--- config.mk ---
export PLATFORM = sky130hd
export DESIGN_NAME = tcu_timer
export DESIGN_NICKNAME = d
export VERILOG_FILES = /design/src/core/tcu_pkg.sv /design/src/core/tcu_tick_gen.sv /design/src/core/tcu_timer.sv
export SDC_FILE = /design/constraint.sdc
export NUM_CORES = 1
export LEC_CHECK = 0
export BUFFER_PORTS_ARGS = -buffer_cell sky130_fd_sc_hd__buf_2
export CAP_MARGIN = 20
export CELL_PAD_IN_SITES_DETAIL_PLACEMENT = 2
export CELL_PAD_IN_SITES_GLOBAL_PLACEMENT = 2
export CORE_UTILIZATION = 34
export CTS_CLUSTER_SIZE = 25
export DETAILED_ROUTE_END_ITERATION = 8
export PLACE_DENSITY = 0.75
export SKIP_LAST_GASP = 1
export SYNTH_ARGS = -nofsm -noshare
export SYNTH_HDL_FRONTEND = slang
export SYNTH_SLANG_ARGS = --single-unit
export TNS_END_PERCENT = 10
--- constraint.sdc ---
create_clock -name pclk -period 2.1 [get_ports pclk]
set_clock_uncertainty 0.05 [all_clocks]
set_input_delay 0.42 -clock pclk [delete_from_list [all_inputs] [get_ports pclk]]
set_output_delay 0.42 -clock pclk [all_outputs]
set_load 0.02 [all_outputs]
--- src/core/tcu_pkg.sv ---
//------------------------------------------------------------------------------
// What this block does
// - count source: stop, cpu/12, cpu/24, prescaled osc
// - prescale field divides osc by 128 down to 1
// - reload enable copies channel 0 on overflow
// - output method: direct, or software-chosen level
// - edge select 0: channel 0 flags on leaving equal
// - edge select 1: channel 0 flags on becoming equal
// - channel 0 pin capture edge follows edge select
// - channel 3 mode: off, pin, compare, software capture
// - channel 2 mode: off, pin, compare, software capture
// - channel 1 mode: off, pin, compare, software capture
// - channel 0 mode: off, pin, compare, software capture
// - counter readable, writable by byte, resets zero
// - four 16-bit channel values, writable, reset zero
// - overflow flag set on wrap, software accessible
// - compare match sets channel flag, software accessible
// - direct output high when counter reaches channel value
// - software writes only clear flags, never set
//------------------------------------------------------------------------------

package tcu_pkg;

    //--------------------------------------------------------------------------
    // register indices, byte address is four times the index
    //--------------------------------------------------------------------------
    localparam logic [7:0] IDX_FLAGS = 8'hC0;      // timer_request_flags
    localparam logic [7:0] IDX_MODE = 8'hC1;       // channel_mode_select
    localparam logic [7:0] IDX_CH1_LO = 8'hC2;     // channel1_value_low
    localparam logic [7:0] IDX_CH1_HI = 8'hC3;     // channel1_value_high
    localparam logic [7:0] IDX_CH2_LO = 8'hC4;     // channel2_value_low
    localparam logic [7:0] IDX_CH2_HI = 8'hC5;     // channel2_value_high
    localparam logic [7:0] IDX_CH3_LO = 8'hC6;     // channel3_value_low
    localparam logic [7:0] IDX_CH3_HI = 8'hC7;     // channel3_value_high
    localparam logic [7:0] IDX_CTRL = 8'hC8;       // timer_control
    localparam logic [7:0] IDX_RATE = 8'hC9;       // prescale_control
    localparam logic [7:0] IDX_CH0_LO = 8'hCA;     // channel0_value_low
    localparam logic [7:0] IDX_CH0_HI = 8'hCB;     // channel0_value_high
    localparam logic [7:0] IDX_CNT_LO = 8'hCC;     // counter_low
    localparam logic [7:0] IDX_CNT_HI = 8'hCD;     // counter_high
    localparam logic [7:0] IDX_NEXT_LEVEL = 8'hCE; // indirect output levels

    //--------------------------------------------------------------------------
    // field positions and masks
    //--------------------------------------------------------------------------
    localparam int unsigned BIT_EDGE_SEL = 6;      // match_edge_select
    localparam int unsigned BIT_RELOAD = 4;        // reload_enable
    localparam int unsigned BIT_METHOD = 2;        // output_method
    localparam int unsigned BIT_OVF_FLAG = 6;      // overflow_flag
    localparam int unsigned BIT_MATCH_LSB = 2;     // match_flag0 position
    localparam logic [7:0] CTRL_MASK = 8'h57;      // writable control bits
    localparam logic [7:0] RATE_MASK = 8'h07;      // writable prescale bits
    localparam logic [7:0] LEVEL_MASK = 8'h0F;     // writable level bits
    localparam logic [7:0] RESET_BYTE = 8'h00;     // every register resets here

    //--------------------------------------------------------------------------
    // counter constants
    //--------------------------------------------------------------------------
    localparam logic [15:0] CNT_MAX = 16'hFFFF;    // wrap point
    localparam logic [15:0] CNT_ZERO = 16'h0000;   // value after plain wrap
    localparam logic [7:0] DIV_CPU12 = 8'h0C;      // cpu clock / 12
    localparam logic [7:0] DIV_CPU24 = 8'h18;      // cpu clock / 24
    localparam logic [7:0] DIV_OSC_MAX = 8'h80;    // osc / 128 at rate 000
    localparam int unsigned PADDR_W = 12;          // apb address width

    //--------------------------------------------------------------------------
    // enumerations
    //--------------------------------------------------------------------------
    typedef enum logic [1:0] {
        SRC_STOP = 2'h0,
        SRC_CPU12 = 2'h1,
        SRC_CPU24 = 2'h2,
        SRC_OSC = 2'h3
    } tcu_source_t;

    typedef enum logic [1:0] {
        MODE_OFF = 2'h0,
        MODE_CAP_PIN = 2'h1,
        MODE_CMP = 2'h2,
        MODE_CAP_SW = 2'h3
    } tcu_mode_t;

endpackage

--- src/core/tcu_tick_gen.sv ---
`timescale 1ns/1ns
`default_nettype none

//------------------------------------------------------------------------------
// count enable generator
//------------------------------------------------------------------------------
module tcu_tick_gen (
    input wire logic pclk,
    input wire logic presetn,
    input wire logic [1:0] count_source,
    input wire logic [2:0] oscillator_prescale,
    output logic tick
);

    logic [7:0] div_reg;   // cycles since last tick
    logic [7:0] period;    // cycles between ticks

    // period picked from source and rate
    always_comb begin
        case (tcu_pkg::tcu_source_t'(count_source))
            tcu_pkg::SRC_CPU12: period = tcu_pkg::DIV_CPU12;
            tcu_pkg::SRC_CPU24: period = tcu_pkg::DIV_CPU24;
            // oscillator taken as pclk, rate 000 divides by 128
            tcu_pkg::SRC_OSC: period = tcu_pkg::DIV_OSC_MAX >> oscillator_prescale;
            default: period = tcu_pkg::DIV_OSC_MAX;
        endcase
    end

    // divider; >= guards a period shortened mid-count
    always_ff @(posedge pclk or negedge presetn) begin
        if (!presetn) begin
            div_reg <= 8'h00;
            tick <= 1'b0;
        end else if (count_source == tcu_pkg::SRC_STOP) begin
            // stopped: no ticks, divider parked
            div_reg <= 8'h00;
            tick <= 1'b0;
        end else if (div_reg + 8'h01 >= period) begin
            div_reg <= 8'h00;
            tick <= 1'b1;
        end else begin
            div_reg <= div_reg + 8'h01;
            tick <= 1'b0;
        end
    end

endmodule

`default_nettype wire

--- src/core/tcu_timer.sv ---
`timescale 1ns/1ns
`default_nettype none

//------------------------------------------------------------------------------
// timer with four compare / capture channels, apb slave
//------------------------------------------------------------------------------
module tcu_timer (
    input wire logic pclk,
    input wire logic presetn,
    input wire logic psel,
    input wire logic penable,
    input wire logic pwrite,
    input wire logic [tcu_pkg::PADDR_W-1:0] paddr,
    input wire logic [31:0] pwdata,
    output logic [31:0] prdata,
    output logic pready,
    output logic pslverr,
    input wire logic [3:0] capture_pin,
    output logic [3:0] compare_pin
);

    //--------------------------------------------------------------------------
    // helper functions
    //--------------------------------------------------------------------------

    // low byte index of a channel
    function automatic logic [7:0] lo_index(input int unsigned ch);
        case (ch)
            0: lo_index = tcu_pkg::IDX_CH0_LO;
            1: lo_index = tcu_pkg::IDX_CH1_LO;
            2: lo_index = tcu_pkg::IDX_CH2_LO;
            default: lo_index = tcu_pkg::IDX_CH3_LO;
        endcase
    endfunction

    // high byte index of a channel
    function automatic logic [7:0] hi_index(input int unsigned ch);
        case (ch)
            0: hi_index = tcu_pkg::IDX_CH0_HI;
            1: hi_index = tcu_pkg::IDX_CH1_HI;
            2: hi_index = tcu_pkg::IDX_CH2_HI;
            default: hi_index = tcu_pkg::IDX_CH3_HI;
        endcase
    endfunction

    // any index the block answers
    function automatic logic is_mapped(input logic [7:0] idx);
        is_mapped = (idx >= tcu_pkg::IDX_FLAGS) && (idx <= tcu_pkg::IDX_NEXT_LEVEL);
    endfunction

    //--------------------------------------------------------------------------
    // state
    //--------------------------------------------------------------------------
    logic [7:0] ctrl_reg;          // timer_control
    logic [7:0] rate_reg;          // prescale_control
    logic [7:0] mode_reg;          // channel_mode_select
    logic [7:0] level_reg;         // indirect next output levels
    logic [15:0] cnt_reg;          // counter
    logic [15:0] val_reg [4];      // channel values
    logic ovf_flag_reg;            // overflow_flag
    logic [3:0] match_flag_reg;    // match_flag3..0
    logic [3:0] eq_last_reg;       // equality seen last cycle
    logic [3:0] pin_meta_reg;      // synchroniser first stage
    logic [3:0] pin_sync_reg;      // synchroniser second stage
    logic [3:0] pin_last_reg;      // previous synced level
    logic [3:0] cmp_out_reg;       // compare pin drivers
    logic [31:0] prdata_reg;       // read data
    logic pready_reg;              // access phase answer
    logic pslverr_reg;             // unmapped address

    //--------------------------------------------------------------------------
    // bus decode
    //--------------------------------------------------------------------------
    logic [7:0] idx;           // word index
    logic addr_ok;             // aligned and in range
    logic setup;               // setup cycle
    logic wr;                  // write commits this edge
    logic tick;                // counter advance
    logic edge_sel;            // match_edge_select
    logic reload_en;           // reload_enable
    logic method;              // output_method
    logic [1:0] count_source;  // count_source
    logic cnt_write;           // software touches counter
    logic ovf;                 // wrap event
    logic [3:0] eq;            // counter equals channel
    logic [3:0] in_cmp;        // channel in compare mode
    logic [3:0] match_set;     // flag set events
    logic [3:0] cap_pin;       // pin capture events
    logic [3:0] rise;          // synced rising edges
    logic [3:0] fall;          // synced falling edges

    assign idx = paddr[9:2];
    assign addr_ok = (paddr[1:0] == 2'b00) && (paddr[tcu_pkg::PADDR_W-1:10] == '0) && is_mapped(idx);
    assign setup = psel && !penable;
    // writes land only on the edge that sees pready
    assign wr = psel && penable && pwrite && pready_reg && addr_ok;

    assign edge_sel = ctrl_reg[tcu_pkg::BIT_EDGE_SEL];
    assign reload_en = ctrl_reg[tcu_pkg::BIT_RELOAD];
    assign method = ctrl_reg[tcu_pkg::BIT_METHOD];
    assign count_source = ctrl_reg[1:0];

    assign prdata = prdata_reg;
    assign pready = pready_reg;
    assign pslverr = pslverr_reg;
    assign compare_pin = cmp_out_reg;

    //--------------------------------------------------------------------------
    // count enable
    //--------------------------------------------------------------------------
    tcu_tick_gen u_tick (
        .pclk(pclk),
        .presetn(presetn),
        .count_source(count_source),
        .oscillator_prescale(rate_reg[2:0]),
        .tick(tick)
    );

    //--------------------------------------------------------------------------
    // apb answer
    //--------------------------------------------------------------------------

    // answer prepared in setup, so the access phase lasts one cycle
    always_ff @(posedge pclk or negedge presetn) begin
        if (!presetn) begin
            pready_reg <= 1'b0;
            pslverr_reg <= 1'b0;
        end else begin
            pready_reg <= setup;
            pslverr_reg <= setup && !addr_ok;
        end
    end

    // read mux, sampled in setup; reserved bits read zero
    always_ff @(posedge pclk or negedge presetn) begin
        if (!presetn) begin
            prdata_reg <= 32'h0000_0000;
        end else if (setup && !pwrite && addr_ok) begin
            case (idx)
                tcu_pkg::IDX_FLAGS: prdata_reg <= {24'h00_0000, 1'b0, ovf_flag_reg, match_flag_reg, 2'b00};
                tcu_pkg::IDX_MODE: prdata_reg <= {24'h00_0000, mode_reg};
                tcu_pkg::IDX_CTRL: prdata_reg <= {24'h00_0000, ctrl_reg};
                tcu_pkg::IDX_RATE: prdata_reg <= {24'h00_0000, rate_reg};
                tcu_pkg::IDX_CH0_LO: prdata_reg <= {24'h00_0000, val_reg[0][7:0]};
                tcu_pkg::IDX_CH0_HI: prdata_reg <= {24'h00_0000, val_reg[0][15:8]};
                tcu_pkg::IDX_CH1_LO: prdata_reg <= {24'h00_0000, val_reg[1][7:0]};
                tcu_pkg::IDX_CH1_HI: prdata_reg <= {24'h00_0000, val_reg[1][15:8]};
                tcu_pkg::IDX_CH2_LO: prdata_reg <= {24'h00_0000, val_reg[2][7:0]};
                tcu_pkg::IDX_CH2_HI: prdata_reg <= {24'h00_0000, val_reg[2][15:8]};
                tcu_pkg::IDX_CH3_LO: prdata_reg <= {24'h00_0000, val_reg[3][7:0]};
                tcu_pkg::IDX_CH3_HI: prdata_reg <= {24'h00_0000, val_reg[3][15:8]};
                tcu_pkg::IDX_CNT_LO: prdata_reg <= {24'h00_0000, cnt_reg[7:0]};
                tcu_pkg::IDX_CNT_HI: prdata_reg <= {24'h00_0000, cnt_reg[15:8]};
                tcu_pkg::IDX_NEXT_LEVEL: prdata_reg <= {24'h00_0000, level_reg};
                default: prdata_reg <= 32'h0000_0000;
            endcase
        end else begin
            prdata_reg <= 32'h0000_0000;
        end
    end

    //--------------------------------------------------------------------------
    // configuration registers
    //--------------------------------------------------------------------------

    // control, prescale, mode and level bytes
    always_ff @(posedge pclk or negedge presetn) begin
        if (!presetn) begin
            ctrl_reg <= tcu_pkg::RESET_BYTE;
            rate_reg <= tcu_pkg::RESET_BYTE;
            mode_reg <= tcu_pkg::RESET_BYTE;
            level_reg <= tcu_pkg::RESET_BYTE;
        end else if (wr) begin
            case (idx)
                tcu_pkg::IDX_CTRL: ctrl_reg <= pwdata[7:0] & tcu_pkg::CTRL_MASK;
                tcu_pkg::IDX_RATE: rate_reg <= pwdata[7:0] & tcu_pkg::RATE_MASK;
                tcu_pkg::IDX_MODE: mode_reg <= pwdata[7:0];
                tcu_pkg::IDX_NEXT_LEVEL: level_reg <= pwdata[7:0] & tcu_pkg::LEVEL_MASK;
                default: ;
            endcase
        end
    end

    //--------------------------------------------------------------------------
    // counter
    //--------------------------------------------------------------------------
    assign cnt_write = wr && ((idx == tcu_pkg::IDX_CNT_LO) || (idx == tcu_pkg::IDX_CNT_HI));
    // a software write in the same cycle beats the count, so no wrap then
    assign ovf = tick && !cnt_write && (cnt_reg == tcu_pkg::CNT_MAX);

    // count up, wrap or reload, byte writes
    always_ff @(posedge pclk or negedge presetn) begin
        if (!presetn) begin
            cnt_reg <= tcu_pkg::CNT_ZERO;
        end else if (cnt_write) begin
            if (idx == tcu_pkg::IDX_CNT_LO) begin
                cnt_reg[7:0] <= pwdata[7:0];
            end else begin
                cnt_reg[15:8] <= pwdata[7:0];
            end
        end else if (ovf) begin
            // reload makes the counter run from channel 0 up to the top
            cnt_reg <= reload_en ? val_reg[0] : tcu_pkg::CNT_ZERO;
        end else if (tick) begin
            cnt_reg <= cnt_reg + 16'h0001;
        end
    end

    //--------------------------------------------------------------------------
    // compare detection
    //--------------------------------------------------------------------------
    always_comb begin
        for (int i = 0; i < 4; i++) begin
            eq[i] = (cnt_reg == val_reg[i]);
            in_cmp[i] = (mode_reg[2*i +: 2] == tcu_pkg::MODE_CMP);
            match_set[i] = in_cmp[i] && eq[i] && !eq_last_reg[i];
        end
        // channel 0 may flag on leaving equality instead
        if (!edge_sel) begin
            match_set[0] = in_cmp[0] && !eq[0] && eq_last_reg[0];
        end else begin
            match_set[0] = in_cmp[0] && eq[0] && !eq_last_reg[0];
        end
    end

    // equality history, always tracked so enabling compare is quiet
    always_ff @(posedge pclk or negedge presetn) begin
        if (!presetn) begin
            eq_last_reg <= 4'h0;
        end else begin
            eq_last_reg <= eq;
        end
    end

    //--------------------------------------------------------------------------
    // request flags
    //--------------------------------------------------------------------------

    // hardware set wins over a clearing write in the same cycle
    always_ff @(posedge pclk or negedge presetn) begin
        if (!presetn) begin
            ovf_flag_reg <= 1'b0;
            match_flag_reg <= 4'h0;
        end else begin
            if (ovf) begin
                ovf_flag_reg <= 1'b1;
            end else if (wr && idx == tcu_pkg::IDX_FLAGS && !pwdata[tcu_pkg::BIT_OVF_FLAG]) begin
                ovf_flag_reg <= 1'b0;
            end
            for (int i = 0; i < 4; i++) begin
                if (match_set[i]) begin
                    match_flag_reg[i] <= 1'b1;
                end else if (wr && idx == tcu_pkg::IDX_FLAGS && !pwdata[tcu_pkg::BIT_MATCH_LSB + i]) begin
                    match_flag_reg[i] <= 1'b0;
                end
            end
        end
    end

    //--------------------------------------------------------------------------
    // capture pins
    //--------------------------------------------------------------------------

    // two-stage synchroniser plus edge history
    always_ff @(posedge pclk or negedge presetn) begin
        if (!presetn) begin
            pin_meta_reg <= 4'h0;
            pin_sync_reg <= 4'h0;
            pin_last_reg <= 4'h0;
        end else begin
            pin_meta_reg <= capture_pin;
            pin_sync_reg <= pin_meta_reg;
            pin_last_reg <= pin_sync_reg;
        end
    end

    assign rise = pin_sync_reg & ~pin_last_reg;
    assign fall = ~pin_sync_reg & pin_last_reg;

    // one pulse per synced edge, hence one capture per edge
    always_comb begin
        for (int i = 0; i < 4; i++) begin
            cap_pin[i] = (mode_reg[2*i +: 2] == tcu_pkg::MODE_CAP_PIN) && rise[i];
        end
        cap_pin[0] = (mode_reg[1:0] == tcu_pkg::MODE_CAP_PIN) && (edge_sel ? rise[0] : fall[0]);
    end

    //--------------------------------------------------------------------------
    // channel values
    //--------------------------------------------------------------------------

    // pin capture wins over a byte write landing the same cycle
    always_ff @(posedge pclk or negedge presetn) begin
        if (!presetn) begin
            for (int i = 0; i < 4; i++) begin
                val_reg[i] <= {tcu_pkg::RESET_BYTE, tcu_pkg::RESET_BYTE};
            end
        end else begin
            for (int i = 0; i < 4; i++) begin
                if (cap_pin[i]) begin
                    val_reg[i] <= cnt_reg;
                end else if (wr && idx == lo_index(i)) begin
                    if (mode_reg[2*i +: 2] == tcu_pkg::MODE_CAP_SW) begin
                        // software capture: written data is dropped
                        val_reg[i] <= cnt_reg;
                    end else begin
                        val_reg[i][7:0] <= pwdata[7:0];
                    end
                end else if (wr && idx == hi_index(i)) begin
                    val_reg[i][15:8] <= pwdata[7:0];
                end
            end
        end
    end

    //--------------------------------------------------------------------------
    // compare outputs
    //--------------------------------------------------------------------------

    // pins lag the counter by one clock, since they come from flops
    always_ff @(posedge pclk or negedge presetn) begin
        if (!presetn) begin
            cmp_out_reg <= 4'h0;
        end else begin
            for (int i = 0; i < 4; i++) begin
                if (!in_cmp[i]) begin
                    // channel not comparing: pin parked low
                    cmp_out_reg[i] <= 1'b0;
                end else if (!method) begin
                    cmp_out_reg[i] <= (cnt_reg >= val_reg[i]);
                end else if (eq[i] && !eq_last_reg[i]) begin
                    // indirect: level chosen ahead by software, overflow leaves it
                    cmp_out_reg[i] <= level_reg[i];
                end
            end
        end
    end

endmodule

`default_nettype wire

== Yosys cells after proc, flatten, opt, wreduce, memory -nomap -nowiden ==
Index checks and enable logic that the tools add are counted.

* Input bits: 53
* Word-level logic and storage cells: 260
* Output and inout port bits: 38
* Bits in registers: 168

* Muxes and demuxes: 73
* Eq/ne operators: 53
* Add/sub/neg operators: 2
* $lt $le $gt $ge: 7
* Reduce and logical (&&, ||, !) cells: 88
* Shift-type cells: 1
* Bitwise logic cells: 4

{| class="wikitable"
|+ Operators with widths
! kind !! number
|-
| $mux 8 || 36
|-
| $mux 16 || 8
|-
| $eq 8x8->1 const B || 15
|-
| $pmux 8 s15 || 1
|-
| $eq 16x16->1 || 4
|-
| $eq 8x8->1 || 8
|-
| $ge 16x16->1 || 4
|-
| $logic_and 1x1->1 || 46
|-
| $mux 32 || 1
|-
| $mux 1 || 26
|-
| $ne 3x2->1 const B || 8
|-
| $pmux 8 s3 || 1
|-
| $eq 2x2->1 const B || 10
|-
| $reduce_and 2->1 || 10
|-
| $reduce_bool 2->1 || 9
|-
| $add 16x1->16 const B || 1
|-
| $eq 16x16->1 const B || 1
|-
| $reduce_bool 3->1 || 5
|-
| $logic_not 1->1 || 14
|-
| $eq 2x1->1 const B || 5
|-
| $add 8x1->8 const B || 1
|-
| $ge 8x8->1 || 1
|-
| $ge 8x8->1 const B || 1
|-
| $le 8x8->1 const B || 1
|-
| 9 further kinds || 11
|}

== Logic depth before layout (Yosys ltp) ==
* Word-level depth: 14
* Gate-level depth with buffers: 10
* Mapped depth without buffers: 10

== By module ==
From an unflattened synthesis, not the netlist that was laid out.

* Cells, all modules: 1099
* Area, all modules: 10004.6 um2

{| class="wikitable"
|+ Modules (own cells, without submodules)
! module !! instances !! area an instance (um2) !! cells each !! seq. area each (um2)
|-
| tcu_timer || 1 || 9281.4 || 1026 || 3378.2
|-
| tcu_tick_gen || 1 || 723.2 || 73 || 225.2
|}

== Worst setup path before layout ==
OpenSTA, ideal clock, no wires.

* Path kind: register to register
* From: reg cnt_reg[15]
* To: reg cmp_out_reg[0] (netlist: compare_pin[0])
* Stages on the path, launching flop included: 8
* Buffers on the path: 0
* Setup time: 0.120 ns
* Period minus slack after synthesis: 2.199 ns
* Setup slack: -0.099 ns
* Arrival: 2.029 ns
* Required time: 1.930 ns
* Cell sequence: dfrtp_1 > ha_1 > nand4_1 > nor4_1 > nor2b_1 > mux2i_1 > a21oi_1 > a31o_2

* Longest elaborated chain between the ends: 3
* Elaborated cells between the ends (all ways): 6
* Those cells by class: 1 x order compare; 2 x eq/ne; 2 x mux; 1 x reduce/logical

{| class="wikitable"
|+ Ends and longest elaborated chain
! item !! line !! RTL
|-
| start: declaration || tcu_timer.sv:58 || <nowiki>logic [15:0] cnt_reg;</nowiki>
|-
| start signal: assignment || tcu_timer.sv:194 || <nowiki>cnt_reg <= tcu_pkg::CNT_ZERO;</nowiki>
|-
| start signal: assignment || tcu_timer.sv:199 || <nowiki>cnt_reg[15:8] <= pwdata[7:0];</nowiki>
|-
| start signal: assignment || tcu_timer.sv:203 || <nowiki>cnt_reg <= reload_en ? val_reg[0] : tcu_pkg::CNT_ZERO;</nowiki>
|-
| $eq 16x16->1 || tcu_timer.sv:214 || <nowiki>eq[i] = (cnt_reg == val_reg[i]);</nowiki>
|-
| via eq[0] || tcu_timer.sv:85 || <nowiki>logic [3:0] eq;</nowiki>
|-
| $logic_and 1x1->1 || tcu_timer.sv:331 || <nowiki>end else if (eq[i] && !eq_last_reg[i]) begin</nowiki>
|-
| $ne 3x2->1 (no line) || -- ||
|-
| end signal: indexed assignment || tcu_timer.sv:330 || <nowiki>cmp_out_reg[i] <= (cnt_reg >= val_reg[i]);</nowiki>
|-
| end signal: indexed assignment || tcu_timer.sv:333 || <nowiki>cmp_out_reg[i] <= level_reg[i];</nowiki>
|-
| end: declaration || tcu_timer.sv:66 || <nowiki>logic [3:0] cmp_out_reg;</nowiki>
|}

The timed path passes the listed nets, and every way through them passes these cells.
A chain may end at the register's enable or synchronous reset.

== Final worst setup path ==
* From: reg cnt_reg[3]
* To: reg cmp_out_reg[3] (netlist: compare_pin[3])

Same word-level chain as after synthesis.

==> results.cfg <==
[outcome]
outcome = complete, but fails checks
violations = negative setup slack

[setup_path]
criticalPathCategory = register to register
crit_path_frequent_cell = buf_4
max_stage_delay_ns = 0.40
crit_path_start_kind = register
path_buf_inv = 2
required_ns = 2.36
crit_fanout = 11
crit_chain = buf_4 > ha_1 > nand4_1 > nor4_2 > buf_4 > a2111oi_0 > o21ai_0 > a21oi_1 > a2111oi_2
critPathArrivalTime_ns = 2.71
crit_family = compound AO/OA/AOI/OAI gates
cp_slowest_cell = dfrtp_1
cp-end-kind = register

[cts]
htreeDepth = 4
cts_buffer_depth = 2
clk_pin_slew_ns = 0.07
clock_latency_ns = 0.46
cts_tree = yes
cts-buffers-inserted = 17
cts.sinks = 144
root_buffer = clkbuf_16

[route]
firstDrtPassIters = 7
wl_per_cell_um = 27.84
first_iter_violations = 754
vias = 10240
wl_mm = 49.37
drcViolationCount = 0
viasPerCell = 5.774
drtAntennaViolNets = 0

[grt]
grt_pass1_wl_mm = 71.62
overflow = 0
grt_start_max_net_pins = 46
grt.total_usage_pct = 33.82
antenna_found_initial = 0
grt_pass1_vias = 11250

[yosys]
synth_edf_count = 0
synthTopCellsByArea = dfrtp_1 (36%), ha_1 (9.4%), mux2i_1 (7.8%)
ys_warn_count = 0
yosysMostFrequentCell = dfrtp_1
ys_ff_latch = 144
synthArstFlopShare_pct = 100.0
avgSynthCellArea_um2 = 8.984
synth_common_cells = dfrtp_1 (144), nand2_1 (122), o21ai_0 (91)
yosysSeqAreaShare_pct = 36.46
netlist_instances = 1100
netlist-cell-type-count = 76
synth_top_cell_by_area = dfrtp_1
syn_area_um2 = 9882
synth_top_area_share_pct = 36.46
ys.flop_type = dfrtp_1

[floorplanning]
start_util_pct = 34.52
die_h_um = 172.5
num_rows = 62
core_area_um2 = 28630
dieArea_um2 = 29750
die_w_um = 172.5
ios = 91

[layout]
area_growth_pct = 36.81
largest_register_ffs = 64
diodes = 0
utilization_pct = 47.23
final_net_count = 1503
drive_gt1_share_pct = 32.90
layout.cells.non_filler = 1773

[power_and_ir_drop]
finalPower_mw = 6.661
p_per_area_nw_per_um2 = 492.7
p_leak_nw = 6.371
ir_worst_vdd_uv = 534.6

[placement]
place.gp.congestion = 0.9492
dpl.hpwl_mm = 35.64
place.port_buffers = 42
dp_cells = 1720

[timing]
rsz0062_at_grt = yes
worstMarginPinSlew_ns = 0.5572
relSlewSlack_pct = 62.85
setup_violations = 31
post-route-period-util_pct = 116.4
post-route-worst-setup-slack_ns = -0.3444
hold_viol = 0
finalCriticalPeriod_ns = 2.444
finalSetupTns_ns = -5.303
drv_slew = 0
fmax_mhz = 409.1

[run]
cap_violations = 0

[worst_hold_path]
hp-class = primary input to register
[where the power goes]
part | leakage, nW | internal [mW] | switching [mW]
clock | 0.287 | 2.02 | 1.37
sequential | 1.91 | 2.79 | 0.00622
combinational | 4.17 | 0.147 | 0.332
[path summary, 6_finish.rpt]
| check | start | to | cells past startpoint | slack [ns] |
|---|---|---|---|---|
| worst max-delay path | cnt_reg[3]$_DFFE_PN0P_ | compare_pin[3]$_DFFE_PN0P_ | 9 | -0.34 |
| worst min-delay path | capture_pin[3] | pin_meta_reg[3]$_DFF_PN0_ | 1 | 0.02 |
| worst max register to register | cnt_reg[3]$_DFFE_PN0P_ | compare_pin[3]$_DFFE_PN0P_ | 9 | -0.34 |
| worst min register to register | pin_meta_reg[1]$_DFF_PN0_ | pin_sync_reg[1]$_DFF_PN0_ | 0 | 0.30 |
| max in group asynchronous | presetn | val_reg[12]$_DFFE_PN0P_ | 3 | 0.92 |
| min in group asynchronous | presetn | compare_pin[1]$_DFFE_PN0P_ | 2 | 0.45 |
[routing by layer]
metal / routed length, µm / share of wire, % / GRT usage, %
met5: 0 / 0 / 0
met4: 2124 / 4.3 / 17.47
met2: 24000 / 49 / 56.08
met3: 2826 / 5.7 / 6.363
met1: 20420 / 41 / 41.69
[worst register-to-register path, cell delays in order, from the launching register on]
cell	delay, ns
dfrtp_1	0.40
buf_4	0.20
ha_1	0.32
nand4_1	0.19
nor4_2	0.06
buf_4	0.16
a2111oi_0	0.39
o21ai_0	0.18
a21oi_1	0.26
a2111oi_2	0.08
[final cells by class]
class | count | area, µm²
clock buffers | 19 | 442.9
multi-input cells | 822 | 6008
inverters | 72 | 270.3
flip-flops and latches | 144 | 3620
fillers | 3079 | 15110
clock inverters | 13 | 187.7
repair buffers | 319 | 2510
well taps | 384 | 480.5
[repair_timing]
item                                    4_1_cts  5_1_grt
hold buffers                                  1        0
endpoints found under the setup margin       32       32
gates cloned                                  0        0
endpoints found under the hold margin        40        0
setup buffers                                 5       15
gates resized for setup                      37       32
pin swaps                                    15       18
[through the flow]
stage | instance area, µm² | setup WS, ns | hold slack [ns]
detailed placement | 12320 | -0.4703 | 0.2919
floorplan | 9982 | -0.02545 | 0.07441
global route | 13520 | -0.5156 | 0.01240
global placement | 12320 | -0.2762 | 0.2872
CTS | 13180 | -0.3463 | 0.007986
finish | 13520 | -0.3444 | 0.02165
[logic make-up after synthesis]
group           after synthesis  synth area share [%]
mux                         100                 10.65
xor+xnor                     12                 1.064
simple gates                318                 16.61
compound gates              294                 18.47
flops                       144                 36.46
buf+inv                     157                 7.331
fa+ha+maj                    74                 9.369
other cells                   1               0.03795
[layout by cell type, fill, tap and decap left out, drive strengths merged, types with 5 or more instances in the layout]
cell	netlist	final
a31oi	11	11
buf	54	318
a21o	19	19
nor4	6	6
a21oi	63	63
a2111oi	5	5
nor2b	18	18
a221oi	8	8
a22o	5	5
xnor2	6	6
inv	71	71
conb	1	24
mux2	21	21
nor2	46	46
clkbuf	31	19
and3	5	5
xor2	6	6
o22ai	12	12
a211oi	7	7
a22oi	14	14
nand2b	18	18
clkinvlp	0	6
nand2	125	125
dfrtp	144	144
nand3	29	29
mux2i	77	77
nor3	21	21
ha	74	74
o21ai	120	120
o31ai	6	6
nand4	25	25
No activity file was read; power rests on OpenSTA's default activity.
